`src/utd_pkg.sv`:
```
// Constants, types and helpers shared by the tag command decoder
package utd_pkg;

   // Prefix-free opcode values
   localparam logic [1:0]  OPC_QUERYREP = 2'h0;
   localparam logic [1:0]  OPC_ACK      = 2'h1;
   localparam logic [3:0]  OPC_QUERY    = 4'h8;
   localparam logic [3:0]  OPC_QUERYADJ = 4'h9;
   localparam logic [3:0]  OPC_SELECT   = 4'hA;
   localparam logic [7:0]  OPC_NAK      = 8'hC0;
   localparam logic [7:0]  OPC_ACCESS   = 8'hC6;
   localparam logic [7:0]  OPC_MWRITE   = 8'hC7;
   localparam logic [7:0]  OPC_MERASE   = 8'hC8;

   // Opcode lengths and field widths in bits
   localparam logic [11:0] LEN_OPC_S    = 12'h002;
   localparam logic [11:0] LEN_OPC_M    = 12'h004;
   localparam logic [11:0] LEN_OPC_L    = 12'h008;
   localparam logic [11:0] LEN_OPC_FLD  = 12'h010;
   localparam logic [11:0] LEN_BANK     = 12'h002;
   localparam logic [11:0] LEN_EBV_BLK  = 12'h008;
   localparam logic [11:0] LEN_CNT      = 12'h008;
   localparam logic [11:0] LEN_HANDLE   = 12'h010;
   localparam logic [11:0] LEN_CRC      = 12'h010;
   localparam int          EBV_CONT_BIT = 7;

   // Bank selects and count limits
   localparam logic [1:0]  BANK_RSVD    = 2'h0;
   localparam logic [1:0]  BANK_EPC     = 2'h1;
   localparam logic [7:0]  MW_CNT_MIN   = 8'h01;
   localparam logic [7:0]  MW_CNT_MAX   = 8'h02;
   localparam logic [7:0]  ME_CNT_MIN   = 8'h01;
   localparam logic [7:0]  ME_CNT_MAX   = 8'h08;
   localparam logic [15:0] EPC_PC_ADDR  = 16'h0001;
   localparam logic [15:0] EPC_LAST_ADR = 16'h0009;
   localparam logic [15:0] ERASE_VALUE  = 16'h0000;

   // Tag error codes
   localparam logic [7:0]  ERR_OTHER    = 8'h00;
   localparam logic [7:0]  ERR_OVERRUN  = 8'h03;

   // CRC-16 (CCITT, preset ones, good residue)
   localparam logic [15:0] CRC_PRESET   = 16'hFFFF;
   localparam logic [15:0] CRC_POLY     = 16'h1021;
   localparam logic [15:0] CRC_RESIDUE  = 16'h1D0F;
   localparam logic [15:0] CRC_RST_VAL  = 16'h0000;

   // Register map (byte addresses) and fields
   localparam logic [4:0]  REG_CTRL     = 5'h00;
   localparam logic [4:0]  REG_STATUS   = 5'h04;
   localparam logic [4:0]  REG_CRC      = 5'h08;
   localparam logic [4:0]  REG_LAST     = 5'h0C;
   localparam int          CTRL_EN_BIT  = 0;
   localparam logic        CTRL_EN_RST  = 1'b1;
   localparam int          ST_VALID_BIT = 0;
   localparam int          ST_BUSY_BIT  = 1;
   localparam int          ST_ERR_LSB   = 8;
   localparam int          ST_CMD_LSB   = 16;
   localparam int          LAST_CNT_LSB = 16;

   typedef enum logic [3:0] {
      CMD_NONE, CMD_QUERYREP, CMD_ACK, CMD_QUERY, CMD_QUERYADJ, CMD_SELECT,
      CMD_MANDATORY, CMD_MWRITE, CMD_MERASE, CMD_UNKNOWN
   } utd_cmd_e;

   typedef enum {
      ST_IDLE, ST_OPC, ST_BANK, ST_PTR, ST_CNT, ST_DATA, ST_HANDLE, ST_CRC,
      ST_END, ST_SKIP, ST_EXEC
   } utd_state_e;

   function automatic logic [15:0] utd_crc_step(input logic [15:0] c, input logic b);
      logic fb;
      fb = c[15] ^ b;
      return {c[14:0], 1'b0} ^ (fb ? CRC_POLY : CRC_RST_VAL);
   endfunction

   function automatic logic in_range(input logic [7:0] v, input logic [7:0] lo,
                                     input logic [7:0] hi);
      return (v >= lo) && (v <= hi);
   endfunction

   // Command of the opcode bits seen so far, valid only at a decision point
   function automatic utd_cmd_e utd_decode(input logic [7:0] code, input logic [11:0] n);
      utd_cmd_e id;
      id = CMD_UNKNOWN;
      if (n == LEN_OPC_S) begin
         id = (code[1:0] == OPC_ACK) ? CMD_ACK : CMD_QUERYREP;
      end else if (n == LEN_OPC_M) begin
         case (code[3:0])
            OPC_QUERY:    id = CMD_QUERY;
            OPC_QUERYADJ: id = CMD_QUERYADJ;
            OPC_SELECT:   id = CMD_SELECT;
            default:      id = CMD_UNKNOWN;
         endcase
      end else if (code >= OPC_NAK && code <= OPC_ACCESS) begin
         id = CMD_MANDATORY;
      end else if (code == OPC_MWRITE) begin
         id = CMD_MWRITE;
      end else if (code == OPC_MERASE) begin
         id = CMD_MERASE;
      end
      return id;
   endfunction

endpackage

```
`src/utd_cmd_decoder.sv`:
```
// Tag command decoder: opcode decode, multi-word write/erase checks, stored CRC upkeep
//
// Implementation choices: the Avalon-MM slave port and the address map.
`timescale 1ns/1ps
module utd_cmd_decoder
   import utd_pkg::*;
(
   input  wire logic        clk_sys,
   input  wire logic        arst_n,
   input  wire logic [4:0]  avs_address,
   input  wire logic        avs_read,
   input  wire logic        avs_write,
   input  wire logic [31:0] avs_writedata,
   input  wire logic [3:0]  avs_byteenable,
   output logic      [31:0] avs_readdata,
   output logic             avs_waitrequest,
   input  wire logic        rx_frame_start,
   input  wire logic        rx_frame_end,
   input  wire logic        rx_bit_valid,
   input  wire logic        rx_bit,
   input  wire logic [15:0] session_handle,
   input  wire logic        epc_write_evt,
   input  wire logic        ack_reply_end,
   input  wire logic        ack_reply_full,
   input  wire logic [15:0] ack_reply_crc,
   output logic             cmd_pulse,
   output logic      [3:0]  cmd_id,
   output logic             mem_wr,
   output logic      [15:0] mem_wr_addr,
   output logic      [15:0] mem_wr_data,
   output logic             reply_ok,
   output logic             reply_err,
   output logic      [7:0]  reply_err_code,
   output logic      [15:0] stored_crc_word,
   output logic             stored_crc_valid
);

   utd_state_e  state_r;
   utd_cmd_e    cmd_r;
   logic [11:0] bcnt_r;
   logic [15:0] opc_r;
   logic [1:0]  bank_r;
   logic [7:0]  ebv_blk_r;
   logic [15:0] word_pointer_r;
   logic [7:0]  word_count_a_r;
   logic [15:0] data_r [2];
   logic [15:0] handle_r;
   logic [15:0] crc_r;
   logic        overlong_r;
   logic [7:0]  exec_idx_r;
   logic        en_r;
   logic        wait_r;
   logic [31:0] rdata_r;
   logic [11:0] n_c;
   logic        is_write_c;
   logic        accept_c;
   logic        bank_ok_c;
   logic        count_ok_c;
   logic        epc_hit_c;
   logic [7:0]  code_c;
   logic        decide_c;
   logic        take_c;
   utd_cmd_e    dec_c;

   assign n_c        = bcnt_r + 12'h001;
   assign is_write_c = (cmd_r == CMD_MWRITE);
   assign bank_ok_c  = (bank_r == BANK_EPC);
   assign count_ok_c = is_write_c ? in_range(word_count_a_r, MW_CNT_MIN, MW_CNT_MAX)
                                  : in_range(word_count_a_r, ME_CNT_MIN, ME_CNT_MAX);
   assign accept_c   = (state_r == ST_END) && rx_frame_end && !overlong_r && en_r &&
                       (crc_r == CRC_RESIDUE) && (handle_r == session_handle);
   assign epc_hit_c  = (state_r == ST_EXEC) && bank_ok_c &&
                       (word_pointer_r + 16'(exec_idx_r) >= EPC_PC_ADDR) &&
                       (word_pointer_r + 16'(exec_idx_r) <= EPC_LAST_ADR);
   assign code_c     = {opc_r[6:0], rx_bit};
   assign dec_c      = utd_decode(code_c, n_c);
   assign decide_c   = (n_c == LEN_OPC_S && !code_c[1]) || (n_c == LEN_OPC_L) ||
                       (n_c == LEN_OPC_M && code_c[3:2] == 2'h2);
   assign take_c     = (state_r == ST_OPC) && (cmd_r == CMD_NONE) && rx_bit_valid && decide_c &&
                       !rx_frame_start && !rx_frame_end;

   // Frame parser
   always_ff @(posedge clk_sys or negedge arst_n) begin
      if (!arst_n) begin
         state_r        <= ST_IDLE;
         cmd_r          <= CMD_NONE;
         bcnt_r         <= '0;
         opc_r          <= '0;
         bank_r         <= BANK_RSVD;
         ebv_blk_r      <= '0;
         word_pointer_r <= '0;
         word_count_a_r <= '0;
         data_r[0]      <= '0;
         data_r[1]      <= '0;
         handle_r       <= '0;
         overlong_r     <= 1'b0;
         exec_idx_r     <= '0;
      end else if (rx_frame_start && state_r != ST_EXEC) begin
         state_r        <= ST_OPC;
         cmd_r          <= CMD_NONE;
         bcnt_r         <= '0;
         opc_r          <= '0;
         word_pointer_r <= '0;
         overlong_r     <= 1'b0;
      end else if (state_r == ST_EXEC) begin
         exec_idx_r <= exec_idx_r + 8'h01;
         if (exec_idx_r + 8'h01 == word_count_a_r) begin
            state_r <= ST_IDLE;
         end
      end else if (rx_frame_end) begin
         exec_idx_r <= '0;
         state_r    <= (accept_c && bank_ok_c && count_ok_c) ? ST_EXEC : ST_IDLE;
      end else if (rx_bit_valid) begin
         bcnt_r <= n_c;
         case (state_r)
            ST_OPC: begin
               opc_r <= {opc_r[14:0], rx_bit};
               // decode at bit 2, 4 or 8
               if (decide_c) begin
                  cmd_r <= dec_c;
                  // Only the multi-word commands read on past the opcode
                  if (dec_c != CMD_MWRITE && dec_c != CMD_MERASE) begin
                     state_r <= ST_SKIP;
                  end
               end else if (n_c == LEN_OPC_FLD) begin
                  state_r <= ST_BANK;
                  bcnt_r  <= '0;
               end
            end
            ST_BANK: begin
               bank_r <= {bank_r[0], rx_bit};
               if (n_c == LEN_BANK) begin
                  state_r <= ST_PTR;
                  bcnt_r  <= '0;
               end
            end
            ST_PTR: begin
               ebv_blk_r <= {ebv_blk_r[6:0], rx_bit};
               // 7 payload bits per block, top bit continues
               if (n_c == LEN_EBV_BLK) begin
                  word_pointer_r <= {word_pointer_r[8:0], ebv_blk_r[5:0], rx_bit};
                  bcnt_r         <= '0;
                  if (!ebv_blk_r[EBV_CONT_BIT - 1]) begin
                     state_r <= ST_CNT;
                  end
               end
            end
            ST_CNT: begin
               word_count_a_r <= {word_count_a_r[6:0], rx_bit};
               if (n_c == LEN_CNT) begin
                  bcnt_r  <= '0;
                  state_r <= (is_write_c && {word_count_a_r[6:0], rx_bit} != 8'h00)
                             ? ST_DATA : ST_HANDLE;
               end
            end
            ST_DATA: begin
               // Words past the second are counted but not kept
               if (bcnt_r[11:4] < 8'h02) begin
                  data_r[bcnt_r[4]] <= {data_r[bcnt_r[4]][14:0], rx_bit};
               end
               if (n_c == {word_count_a_r, 4'h0}) begin
                  state_r <= ST_HANDLE;
                  bcnt_r  <= '0;
               end
            end
            ST_HANDLE: begin
               handle_r <= {handle_r[14:0], rx_bit};
               if (n_c == LEN_HANDLE) begin
                  state_r <= ST_CRC;
                  bcnt_r  <= '0;
               end
            end
            ST_CRC: begin
               if (n_c == LEN_CRC) begin
                  state_r <= ST_END;
               end
            end
            ST_END: begin
               overlong_r <= 1'b1;
            end
            default: begin
            end
         endcase
      end
   end

   // Running CRC over the whole frame
   always_ff @(posedge clk_sys or negedge arst_n) begin
      if (!arst_n) begin
         crc_r <= CRC_PRESET;
      end else if (rx_frame_start) begin
         crc_r <= CRC_PRESET;
      end else if (rx_bit_valid) begin
         crc_r <= utd_crc_step(crc_r, rx_bit);
      end
   end

   // Command strobe, memory port and replies
   always_ff @(posedge clk_sys or negedge arst_n) begin
      if (!arst_n) begin
         cmd_pulse      <= 1'b0;
         cmd_id         <= CMD_NONE;
         mem_wr         <= 1'b0;
         mem_wr_addr    <= '0;
         mem_wr_data    <= '0;
         reply_ok       <= 1'b0;
         reply_err      <= 1'b0;
         reply_err_code <= ERR_OTHER;
      end else begin
         cmd_pulse <= take_c;
         // Held until the next decoded opcode, so status shows the last command
         if (take_c) begin
            cmd_id <= dec_c;
         end
         mem_wr      <= (state_r == ST_EXEC);
         mem_wr_addr <= word_pointer_r + 16'(exec_idx_r);
         mem_wr_data <= is_write_c ? data_r[exec_idx_r[0]] : ERASE_VALUE;
         reply_ok    <= (state_r == ST_EXEC) && (exec_idx_r + 8'h01 == word_count_a_r);
         // bank fault is other error, count fault is overrun
         reply_err   <= accept_c && !(bank_ok_c && count_ok_c);
         if (accept_c) begin
            reply_err_code <= bank_ok_c ? ERR_OVERRUN : ERR_OTHER;
         end
      end
   end

   // Stored CRC word; invalidation wins over a same-cycle store
   always_ff @(posedge clk_sys or negedge arst_n) begin
      if (!arst_n) begin
         stored_crc_word  <= CRC_RST_VAL;
         stored_crc_valid <= 1'b0;
      end else if (epc_hit_c || epc_write_evt) begin
         stored_crc_valid <= 1'b0;
      end else if (ack_reply_end && ack_reply_full) begin
         stored_crc_word  <= ack_reply_crc;
         stored_crc_valid <= 1'b1;
      end
      // truncated reply leaves the word untouched
   end

   // Avalon-MM slave: one wait state on every access
   always_ff @(posedge clk_sys or negedge arst_n) begin
      if (!arst_n) begin
         wait_r  <= 1'b1;
         rdata_r <= '0;
         en_r    <= CTRL_EN_RST;
      end else begin
         wait_r <= !((avs_read || avs_write) && wait_r);
         if (avs_read && wait_r) begin
            case (avs_address)
               REG_CTRL:   rdata_r <= 32'(en_r) << CTRL_EN_BIT;
               REG_STATUS: rdata_r <= (32'(stored_crc_valid) << ST_VALID_BIT) |
                                      (32'(state_r == ST_EXEC) << ST_BUSY_BIT) |
                                      (32'(reply_err_code) << ST_ERR_LSB) |
                                      (32'(cmd_id) << ST_CMD_LSB);
               REG_CRC:    rdata_r <= 32'(stored_crc_word);
               REG_LAST:   rdata_r <= 32'(word_pointer_r) |
                                      (32'(word_count_a_r) << LAST_CNT_LSB);
               default:    rdata_r <= 32'h0000_0000;
            endcase
         end
         if (avs_write && !wait_r && avs_address == REG_CTRL && avs_byteenable[0]) begin
            en_r <= avs_writedata[CTRL_EN_BIT];
         end
      end
   end

   assign avs_waitrequest = wait_r;
   assign avs_readdata    = rdata_r;

   property p_ack_code;
      @(posedge clk_sys) disable iff (!arst_n)
      (state_r == ST_OPC && rx_bit_valid && !rx_frame_start && !rx_frame_end &&
       bcnt_r == 12'h001 && {opc_r[0], rx_bit} == 2'b01)
      |=> cmd_pulse && cmd_id == CMD_ACK;
   endproperty
   a_ack_code: assert property (p_ack_code) else $error("ACK code not decoded");

   property p_mand_code;
      @(posedge clk_sys) disable iff (!arst_n)
      (state_r == ST_OPC && rx_bit_valid && !rx_frame_start && !rx_frame_end &&
       cmd_r == CMD_NONE && bcnt_r == 12'h007 && {opc_r[6:0], rx_bit} == OPC_ACCESS)
      |=> cmd_pulse && cmd_id == CMD_MANDATORY ##1 state_r == ST_SKIP || state_r == ST_IDLE;
   endproperty
   a_mand_code: assert property (p_mand_code) else $error("Mandatory code missed");

   property p_bank;
      @(posedge clk_sys) disable iff (!arst_n)
      accept_c && !bank_ok_c |=> reply_err && reply_err_code == ERR_OTHER && !mem_wr;
   endproperty
   a_bank: assert property (p_bank) else $error("Bad bank not refused");

   property p_wcount;
      @(posedge clk_sys) disable iff (!arst_n)
      accept_c && bank_ok_c && is_write_c && word_count_a_r > MW_CNT_MAX
      |=> reply_err && reply_err_code == ERR_OVERRUN ##1 !mem_wr;
   endproperty
   a_wcount: assert property (p_wcount) else $error("Write count not refused");

   property p_ecount;
      @(posedge clk_sys) disable iff (!arst_n)
      accept_c && bank_ok_c && !is_write_c &&
      (word_count_a_r == 8'h00 || word_count_a_r > ME_CNT_MAX)
      |=> reply_err ##1 !mem_wr && state_r == ST_IDLE;
   endproperty
   a_ecount: assert property (p_ecount) else $error("Erase count not refused");

   property p_invalid;
      @(posedge clk_sys) disable iff (!arst_n)
      mem_wr && mem_wr_addr >= EPC_PC_ADDR && mem_wr_addr <= EPC_LAST_ADR
      |-> !stored_crc_valid;
   endproperty
   a_invalid: assert property (p_invalid) else $error("CRC still valid");

   property p_store;
      @(posedge clk_sys) disable iff (!arst_n)
      ack_reply_end && ack_reply_full && !epc_hit_c && !epc_write_evt
      |=> stored_crc_valid && stored_crc_word == $past(ack_reply_crc);
   endproperty
   a_store: assert property (p_store) else $error("Reply CRC not stored");

   property p_trunc;
      @(posedge clk_sys) disable iff (!arst_n)
      ack_reply_end && !ack_reply_full |=> $stable(stored_crc_word);
   endproperty
   a_trunc: assert property (p_trunc) else $error("Stored CRC changed");

   property p_crc_drop;
      @(posedge clk_sys) disable iff (!arst_n)
      state_r == ST_END && rx_frame_end && crc_r != CRC_RESIDUE
      |=> (!reply_err && !mem_wr && !reply_ok) [*3];
   endproperty
   a_crc_drop: assert property (p_crc_drop) else $error("Bad CRC acted on");

   property p_handle;
      @(posedge clk_sys) disable iff (!arst_n)
      state_r == ST_END && rx_frame_end && handle_r != session_handle
      |=> (!reply_err && !mem_wr) [*3];
   endproperty
   a_handle: assert property (p_handle) else $error("Foreign handle acted on");

   c_write_done: cover property (@(posedge clk_sys) disable iff (!arst_n) reply_ok && is_write_c);
   c_erase_done: cover property (@(posedge clk_sys) disable iff (!arst_n) reply_ok && !is_write_c);
   c_err_reply:  cover property (@(posedge clk_sys) disable iff (!arst_n) reply_err);
   c_crc_store:  cover property (@(posedge clk_sys) disable iff (!arst_n)
                                 !stored_crc_valid ##1 stored_crc_valid);

endmodule // utd_cmd_decoder

```
`config.mk`:
```
export PLATFORM = sky130hd
export DESIGN_NAME = utd_cmd_decoder
export DESIGN_NICKNAME = d
export VERILOG_FILES = /design/src/utd_pkg.sv /design/src/utd_cmd_decoder.sv
export SDC_FILE = /design/constraint.sdc
export NUM_CORES = 1
export LEC_CHECK = 0
export BUFFER_PORTS_ARGS = -buffer_cell sky130_fd_sc_hd__buf_2
export CAP_MARGIN = 20
export CORE_UTILIZATION = 50
export CTS_BUF_LIST = sky130_fd_sc_hd__clkbuf_16
export CTS_CLUSTER_SIZE = 40
export DETAILED_ROUTE_END_ITERATION = 10
export HOLD_SLACK_MARGIN = 0.12
export PLACE_DENSITY = 0.78
export SYNTH_ARGS = -nofsm -noshare
export SYNTH_HDL_FRONTEND = slang
export SYNTH_SLANG_ARGS = --single-unit
```
`constraint.sdc`:
```
create_clock -name clk_sys -period 5 [get_ports clk_sys]
set_input_delay 1 -clock clk_sys [delete_from_list [all_inputs] [get_ports clk_sys]]
set_output_delay 1 -clock clk_sys [all_outputs]
set_load 0.05 [all_outputs]
```
# Yosys cells after proc, flatten, opt, wreduce, memory -nomap -nowiden
# Index checks and enable logic that the tools add are counted.
# op_classes
magnitude_cmp	11
n_reduce_logical	72
bitwise	12
eq_ne	46
n_mux	77
add_sub_neg	3
# ops
operator	n
2-to-1 mux 32 bit	15
case mux 32 bit (7 select lines)	1
2-to-1 mux 16 bit	13
== test 32 x 3 -> 1 bit, second input constant	4
2-to-1 mux 12 bit	9
== test 32 x 2 -> 1 bit, second input constant	3
case mux 24 bit (4 select lines)	1
== test 32 x 5 -> 1 bit, second input constant	2
case mux 12 bit (5 select lines)	1
2-to-1 mux 15 bit	3
2-to-1 mux 4 bit	11
2-to-1 mux 7 bit	5
inequality test 5 bit, second input constant	7
logical AND 1 bit	33
bitwise mux 32 bit	1
== test 32 x 1 -> 1 bit, second input constant	1
== test 32 x 4 -> 1 bit, second input constant	1
inequality test 32 x 5 -> 1 bit, second input constant	1
AND reduction 5 bit	6
bitwise OR 16 x 24 -> 24 bit	1
bitwise OR 16 x 20 -> 20 bit	1
nonzero test 2 bit	9
adder 16 x 8 -> 16 bit	1
demux 16 bit (select 1 bit)	1
57 further kinds	90
# word_totals
in_bits	84
output_inout_bits	98
word_cells	248
reg_bits	260

# Logic depth before layout (Yosys ltp)
# Gate-level depths: netlist (run 1).
# logic_depth
ltp_word	15
depth_mapped	13
ltp_nobuf	11

# Least setup slack after synthesis (run 1)
# Ideal clock, no wire load.
# synth_path
path_type	register -> register
from	reg exec_idx_r[0]
to	reg stored_crc_word[10]
n_path_buf	2
setup_time_ps	131
required_ps	4869
stages_incl_launch_ff	14
path_slack_ps	2051
arrival_ps	2818
synth_period_minus_slack_ps	2949
path_cell_list	dfrtp_1 > ha_1 > inv_1 > fa_1 > nor2b_1 > o21a_1 > o21ai_1 > a211oi_1 > o21ai_0 > a211oi_2 > and2_1 > buf_4 > buf_6 > o211ai_1
# synth_via
elab_chain_len	7
word_cells_on_any_way	8
cone_classes	add/sub (1); order compare (2); bitwise (1); reduce/logical (4)
# synth_rtl
item	line_no	rtl
from (decl)	utd_cmd_decoder.sv:50	logic [7:0] exec_idx_r;
from (signal assigned)	utd_cmd_decoder.sv:106	exec_idx_r <= exec_idx_r + 8'h01;
adder 16 x 8 -> 16 bit *	utd_cmd_decoder.sv:73, utd_cmd_decoder.sv:74	
>= comparator 16 x 1 -> 1 bit	utd_cmd_decoder.sv:73	(word_pointer_r + 16'(exec_idx_r) >= EPC_PC_ADDR) &&
logical AND 1 bit	utd_cmd_decoder.sv:72	assign epc_hit_c = (state_r == ST_EXEC) && bank_ok_c &&
logical AND 1 bit *	utd_cmd_decoder.sv:73	
logical OR 1 bit *	utd_cmd_decoder.sv:232	end else if (epc_hit_c || epc_write_evt) begin
inverter 1 bit (no line) *	--	
AND reduction 2 bit (no line) *	--	
to (signal assigned)	utd_cmd_decoder.sv:235	stored_crc_word <= ack_reply_crc;
to (decl)	utd_cmd_decoder.sv:34	output logic [15:0] stored_crc_word,
# Every way passes the cells marked *; elsewhere a longest branch is shown, timed or not.
# A chain may end at the register's enable or synchronous reset.

# Worst setup path in the final report (run 1)
# layout_path
from	reg word_pointer_r[0]
to	reg stored_crc_word[13]
# layout_via
elab_chain_len	7
word_cells_on_any_way	8
cone_classes	add/sub (1); order compare (2); bitwise (1); reduce/logical (4)
# layout_rtl
item	line_no	rtl
from (decl)	utd_cmd_decoder.sv:44	logic [15:0] word_pointer_r;
from (signal assigned)	utd_cmd_decoder.sv:141	word_pointer_r <= {word_pointer_r[8:0], ebv_blk_r[5:0], rx_bit};
adder 16 x 8 -> 16 bit *	utd_cmd_decoder.sv:73, utd_cmd_decoder.sv:74	
>= comparator 16 x 1 -> 1 bit	utd_cmd_decoder.sv:73	
logical AND 1 bit	utd_cmd_decoder.sv:72	
logical AND 1 bit *	utd_cmd_decoder.sv:73	
logical OR 1 bit *	utd_cmd_decoder.sv:232	
inverter 1 bit (no line) *	--	
AND reduction 2 bit (no line) *	--	
# Marks and branches as above.

==> metrics, run 1 <==
run status=finished clean; Yosys Warn Count=0; Pleak=6.23 nW; initial antenna violation count=1; simple-gate share of the synthesized area=roughly 18%; routed vias=around 9,400; Primary FF master, synth=dfrtp_1; Pwr Density=319 nW/um^2; Layout Skew=roughly 22 ps; IO Port Bufs=around 130; worst slew pin tran=around 1100 ps; Post-synth ARST share=100%; worst hold path class=in2async; Setup crit end kind=flop; top-area cell type share of the netlist area=41.9%; Post-Syn Instances=approximately 1,200; Util after Layout=around 57%; crit-path max FO=17; design area=between 10,000 and 15,000 sq um; post-synthesis mux area share=between 10 and 15%; top cell family by delay on the critical path=compound AO/OA/AOI/OAI gates; peak supply drop=approximately 0.23 mV; Die X=about 160 microns; # H-tree levels=1; RSZ-0062 raised after global routing=false; Setup WS post-layout=1240 ps; total CTS buffers=24; Final Hold Fails=0; critical path class=reg2reg; slew margin rel.=29.9%; DR iter-0 viols=between 800 and 900; DP Area=12,600 sq um; clk buf depth=3; crit path launch=word_pointer_r[0]; DIE HEIGHT=approximately 160 microns; setup slack at placement=about 1300 ps; clock sinks=~220; Power Total=about 4.3 mW; Tot GR Track Use=23.9%; vias in the first global route=around 9,000; share of cells above drive strength 1=~24%; first-pass GRT wire length=~47,000 microns; final setup TNS=0 ps; worst reg2reg path startpoint=word_pointer_r[0]; CP bufs+invs=2; gp weighted congestion=0.900; core area=approximately 23,000 sq um; maxcap violations=0; synth unique cells=between 90 and 100; Yosys reg bits=217; CTS tree=built; Post-Synth Adder-Cell Area=1.43%; Clock Root Buffer=clkbuf_16; fmax=approximately 270 MHz; most common cell in the netlist=dfrtp_1; post-cts sizing count=0; Layout Nets=around 1,400; Mapped Area=around 12,000 sq um; synth cell count leaders=199 x dfrtp_1, 101 x nand2_1, 72 x o21ai_0; EDFF count, synth=0; hold_buf cts=0; drc violations=0; global route hottest layer=met2; Compound-Gate Fraction of Synth Area=between 10% and 20%; period utilisation layout=about three quarters; R2R depth=12; pin count of the biggest net entering global routing=141; Synth Area per Inst=between 10 and 15 sq um; WL final=between 20,000 and 30,000 microns; Initial Utilization=50.8%; Final HPWL DP=19,700 microns; Seq/Total Area, Yosys=45.9%; Final Max Slew Viols=0; largest family of logic cells by synthesized area=simple AND/OR/NAND/NOR gates; gr ovfl total=0; leading post-synthesis cells by cell area=dfrtp_1 42%, mux2_2 6.6%, dfstp_2 4.0%, mux2i_1 3.9%, nand2_1 3.2%; CP Depth=12; antenna-violating nets left=0; drt via density=about 6; Crit path arrival time=slightly above 4000 ps; fill count=between 2,000 and 2,500; worst-path cell chain=ha_1 -> inv_1 -> fa_1 -> nor2b_1 -> o21a_1 -> o21ai_1 -> a211oi_1 -> o21ai_0 -> a211oi_2 -> buf_4 -> and2_1 -> o211ai_1; met2 usage=37.0%; WP data required=around 5400 ps; synthesis-to-layout area growth=13.0%; Final min period=3760 ps; Finish-stage setup viols=0; total setup buffers inserted after CTS=0; M3 GR Usage=under 10%; latest clock arrival within the worst-skew pair=between 500 and 600 ps; Post-Synth XOR/XNOR Area=around 3.5%; slowest stage cell, crit path=and2_1; clk slew on worst S/H paths=about 60 ps; 1st-pass router iterations=6; post-synth top area cell=dfrtp_1; Core Rows=56; die area=between 20,000 and 25,000 sq um; GR Layer Usage met1=between 30 and 40%; WL per Instance=between 15 and 20 microns; slowest stage delay, CP=600 ps; CP Launch Type=flop; I/O pins=182
cells in the final DEF, fill, tap and decap left out, types with 26 or more instances in the layout:
cell     count
o21ai_0     72
nand2_1    101
dfrtp_1    199
xor2_1      26
nor2_1      70
buf_2      132
inv_1       30
mux2_2      70
nand4_1     34
a21oi_1     28
mux2i_1     46
metal layers:
| layer | vias up | wire length (microns) |
|---|---|---|
| met4 | 0 | 824 |
| met1 | 4621 | 12700 |
| met3 | 65 | 1910 |
| met5 | - | 0 |
| met2 | 335 | 13300 |
| li1 | 4413 | - |
worst reg2reg max path: stages (launching register included):
cell	delay [ps]
dfrtp_1	450
ha_1	200
inv_1	50
fa_1	410
nor2b_1	130
o21a_1	180
o21ai_1	150
a211oi_1	490
o21ai_0	210
a211oi_2	260
buf_4	270
and2_1	610
o211ai_1	200
final timing paths:
kind	to	slack, ps
max reg2reg	stored_crc_word[13]	1240
min in group clk_sys	avs_readdata[21]	470
max in group asynchronous	data_r[23]	3450
max	stored_crc_word[13]	1240
min	bcnt_r[6]	450
min reg2reg	avs_readdata[21]	470
metrics by stage:
step           hold WS (ps)  instances
4_1_cts                 479       1596
5_1_grt                 492       1598
3_3_place_gp            459       1552
3_5_place_dp            465       1552
2_1_floorplan           457       1187
6_report                453       1598
cell families (layout without fill, tap and decap cells):
| family | count (synthesis) | count (layout) |
|---|---|---|
| XOR/XNOR | 48 | 48 |
| adder cells (fa/ha/maj) | 13 | 13 |
| AO/OA/AOI/OAI | 259 | 259 |
| flip-flops | 217 | 217 |
| buffers and inverters | 123 | 214 |
| multiplexers | 122 | 122 |
| other | 1 | 15 |
| AND/OR/NAND/NOR | 391 | 391 |
area by class of cell:
class / count / area, sq um / area share [%]
Clock buffer: 24 / 601 / 4.47
Timing Repair Buffer: 145 / 786 / 5.85
Multi-Input combinational cell: 847 / 5900 / 44.0
Sequential cell: 217 / 5450 / 40.6
Inverter: 25 / 93.8 / 0.699
Clock inverter: 20 / 188 / 1.40
Antenna cell: 1 / 2.50 / 0.0186
Tap cell: 319 / 399 / 2.97
report_power, final:
part           internal [mW]  switching [mW]
clock network           1.03           0.714
registers               1.83          0.0922
logic                  0.200           0.411
registers in the layout, indices dropped and copies added (netlist names), 7 cells and up:
register,flops
data_r,32
avs_readdata,24
crc_r,16
handle_r,16
mem_wr_addr,16
mem_wr_data,16
stored_crc_word,16
word_pointer_r,16
bcnt_r,12
exec_idx_r,8
word_count_a_r,8
ebv_blk_r,7
opc_r,7
No activity file was read; power rests on OpenSTA's default activity.
==> run 2, diff against run 1 <==
==> constraint.sdc (replaced) <==
create_clock -name clk_sys -period 3.89 [get_ports clk_sys]
set_input_delay 0.778 -clock clk_sys [delete_from_list [all_inputs] [get_ports clk_sys]]
set_output_delay 0.778 -clock clk_sys [all_outputs]
set_load 0.05 [all_outputs]
==> metrics, run 2 (synthesis results as in run 1) <==
first-pass GRT wire length=between 40,000 and 50,000 microns; Die X=about 160 microns; Largest Register=data_r; latest clock arrival within the worst-skew pair=520 ps; WL final=29,100 microns; total setup buffers inserted after CTS=0; clk buf depth=3; Util after Layout=between 50% and 60%; period utilisation layout=between 90 and 100%; slew margin rel.=34.0%; WP data required=roughly 4300 ps; Reg power frac=44.7%; CP bufs+invs=1; top cell family by delay on the critical path=compound AO/OA/AOI/OAI gates; core area=between 20,000 and 25,000 sq um; drt via density=5.93; die area=roughly 24,000 sq um; initial antenna violation count=0; Clock Root Buffer=clkbuf_16; drc violations=0; routed vias=around 9,500; DR iter-0 viols=~870; Core Rows=56; share of cells above drive strength 1=roughly 24%; Final min period=roughly 3500 ps; Layout Nets=1,365; Final HPWL DP=20,100 microns; Final Max Slew Viols=0; Pwr Density=about 410 nW/um^2; Finish-stage setup viols=0; Antenna Cells=0; critical path class=reg2reg; Clock power frac=40.9%; max FFs per register=32; Sw Share=about 28%; crit-path max FO=17; Comb power frac=between 10% and 20%; fill count=around 2,000; total CTS buffers=24; Initial Utilization=50.8%; worst hold path class=in2async; vias in the first global route=8,928; # H-tree levels=1; clock sinks=approximately 220; antenna-violating nets left=0; Pleak=6.27 nW; slowest stage cell, crit path=and2_1; clk slew on worst S/H paths=60 ps; worst-path cell chain=ha_1 -> inv_1 -> fa_1 -> nor2b_1 -> o21a_1 -> o21ai_1 -> a211oi_1 -> o21ai_0 -> a211oi_2 -> and2_1 -> o211ai_1; Setup WS post-layout=387 ps; CTS tree=built; commonest non-fill, non-tap cell in the layout=dfrtp_1; commonest non-fill, non-tap cells in the layout=199 x dfrtp_1, 132 x buf_2, 101 x nand2_1; hold_buf cts=0; fmax=286 MHz; post-cts sizing count=0; Crit path arrival time=between 3000 and 4000 ps; peak supply drop=0.316 mV; Sw Pwr=1.56 mW; Internal=approximately 4 mW; Layout Skew=14.3 ps; 1st-pass router iterations=5; run status=finished clean; Setup crit end kind=flop; worst slew pin tran=~990 ps; slowest stage delay, CP=between 600 and 700 ps; gp weighted congestion=~0.9; crit path launch=word_pointer_r[0]; CP Launch Type=flop; I/O pins=approximately 180; worst reg2reg path startpoint=word_pointer_r[0]; pin count of the biggest net entering global routing=106; Power Total=between 5 and 6 mW; setup slack at placement=~440 ps; gr ovfl total=0; DIE HEIGHT=156 microns; final setup TNS=0 ps; Tot GR Track Use=between 20% and 30%; maxcap violations=0; RSZ-0062 raised after global routing=false; IO Port Bufs=~130; synthesis-to-layout area growth=13.4%; Final Hold Fails=0; WL per Instance=approximately 18 microns
run 2: final cells by class:
type                            count  area [sq um]  share of cell area, %
Inverter                           25          93.8                  0.696
Multi-Input combinational cell    847          5900                   43.8
Clock buffer                       25           626                   4.64
Tap cell                          319           399                   2.96
Clock inverter                     19           166                   1.23
Timing Repair Buffer              153           838                   6.22
Sequential cell                   217          5450                   40.5
run 2: metal layers:
layer | track usage (%) | vias to the layer above | routed length, microns | part of all wire [%]
met1 | 33.0 | 4667 | 12500 | 43
li1 | - | 4417 | - | -
met3 | 4.11 | 72 | 1900 | 6.5
met4 | 9.10 | 0 | 952 | 3.3
met5 | 0 | - | 0 | 0
met2 | 37.5 | 359 | 13800 | 47
run 2: metrics by stage:
stage	hold slack, ps	instances	instance area [sq um]
CTS	346	1605	13500
finish	279	1605	13500
detailed placement	466	1561	12700
floorplan	457	1187	11900
global route	350	1605	13500
global placement	459	1561	12700
run 2: worst paths after layout:
check | slack, ps | end | depth (start not counted)
worst max-delay path | 390 | stored_crc_word[7] | 11
worst min-delay path | 280 | word_count_a_r[4] | 1
worst max register to register | 390 | stored_crc_word[7] | 11
worst min register to register | 480 | avs_readdata[21] | 2
max in group asynchronous | 2640 | crc_r[9] | 2
min in group clk_sys | 440 | avs_waitrequest | 2
run 2: power by group through the flow:
stage	Clock, mW	Sequential (mW)	Combinational [mW]
global placement	0	2.50	0.775
global route	2.38	2.49	0.853
finish	2.26	2.47	0.795
detailed placement	0	2.51	0.788
floorplan	0	2.59	0.463
CTS	2.30	2.47	0.793
run 2: worst register-to-register path, cell delays in order, from the launching register on:
cell and delay [ps]:
dfrtp_1 350, ha_1 180, inv_1 50, fa_1 400, nor2b_1 130, o21a_1 180, o21ai_1 150, a211oi_1 530
o21ai_0 220, a211oi_2 330, and2_1 620, o211ai_1 210
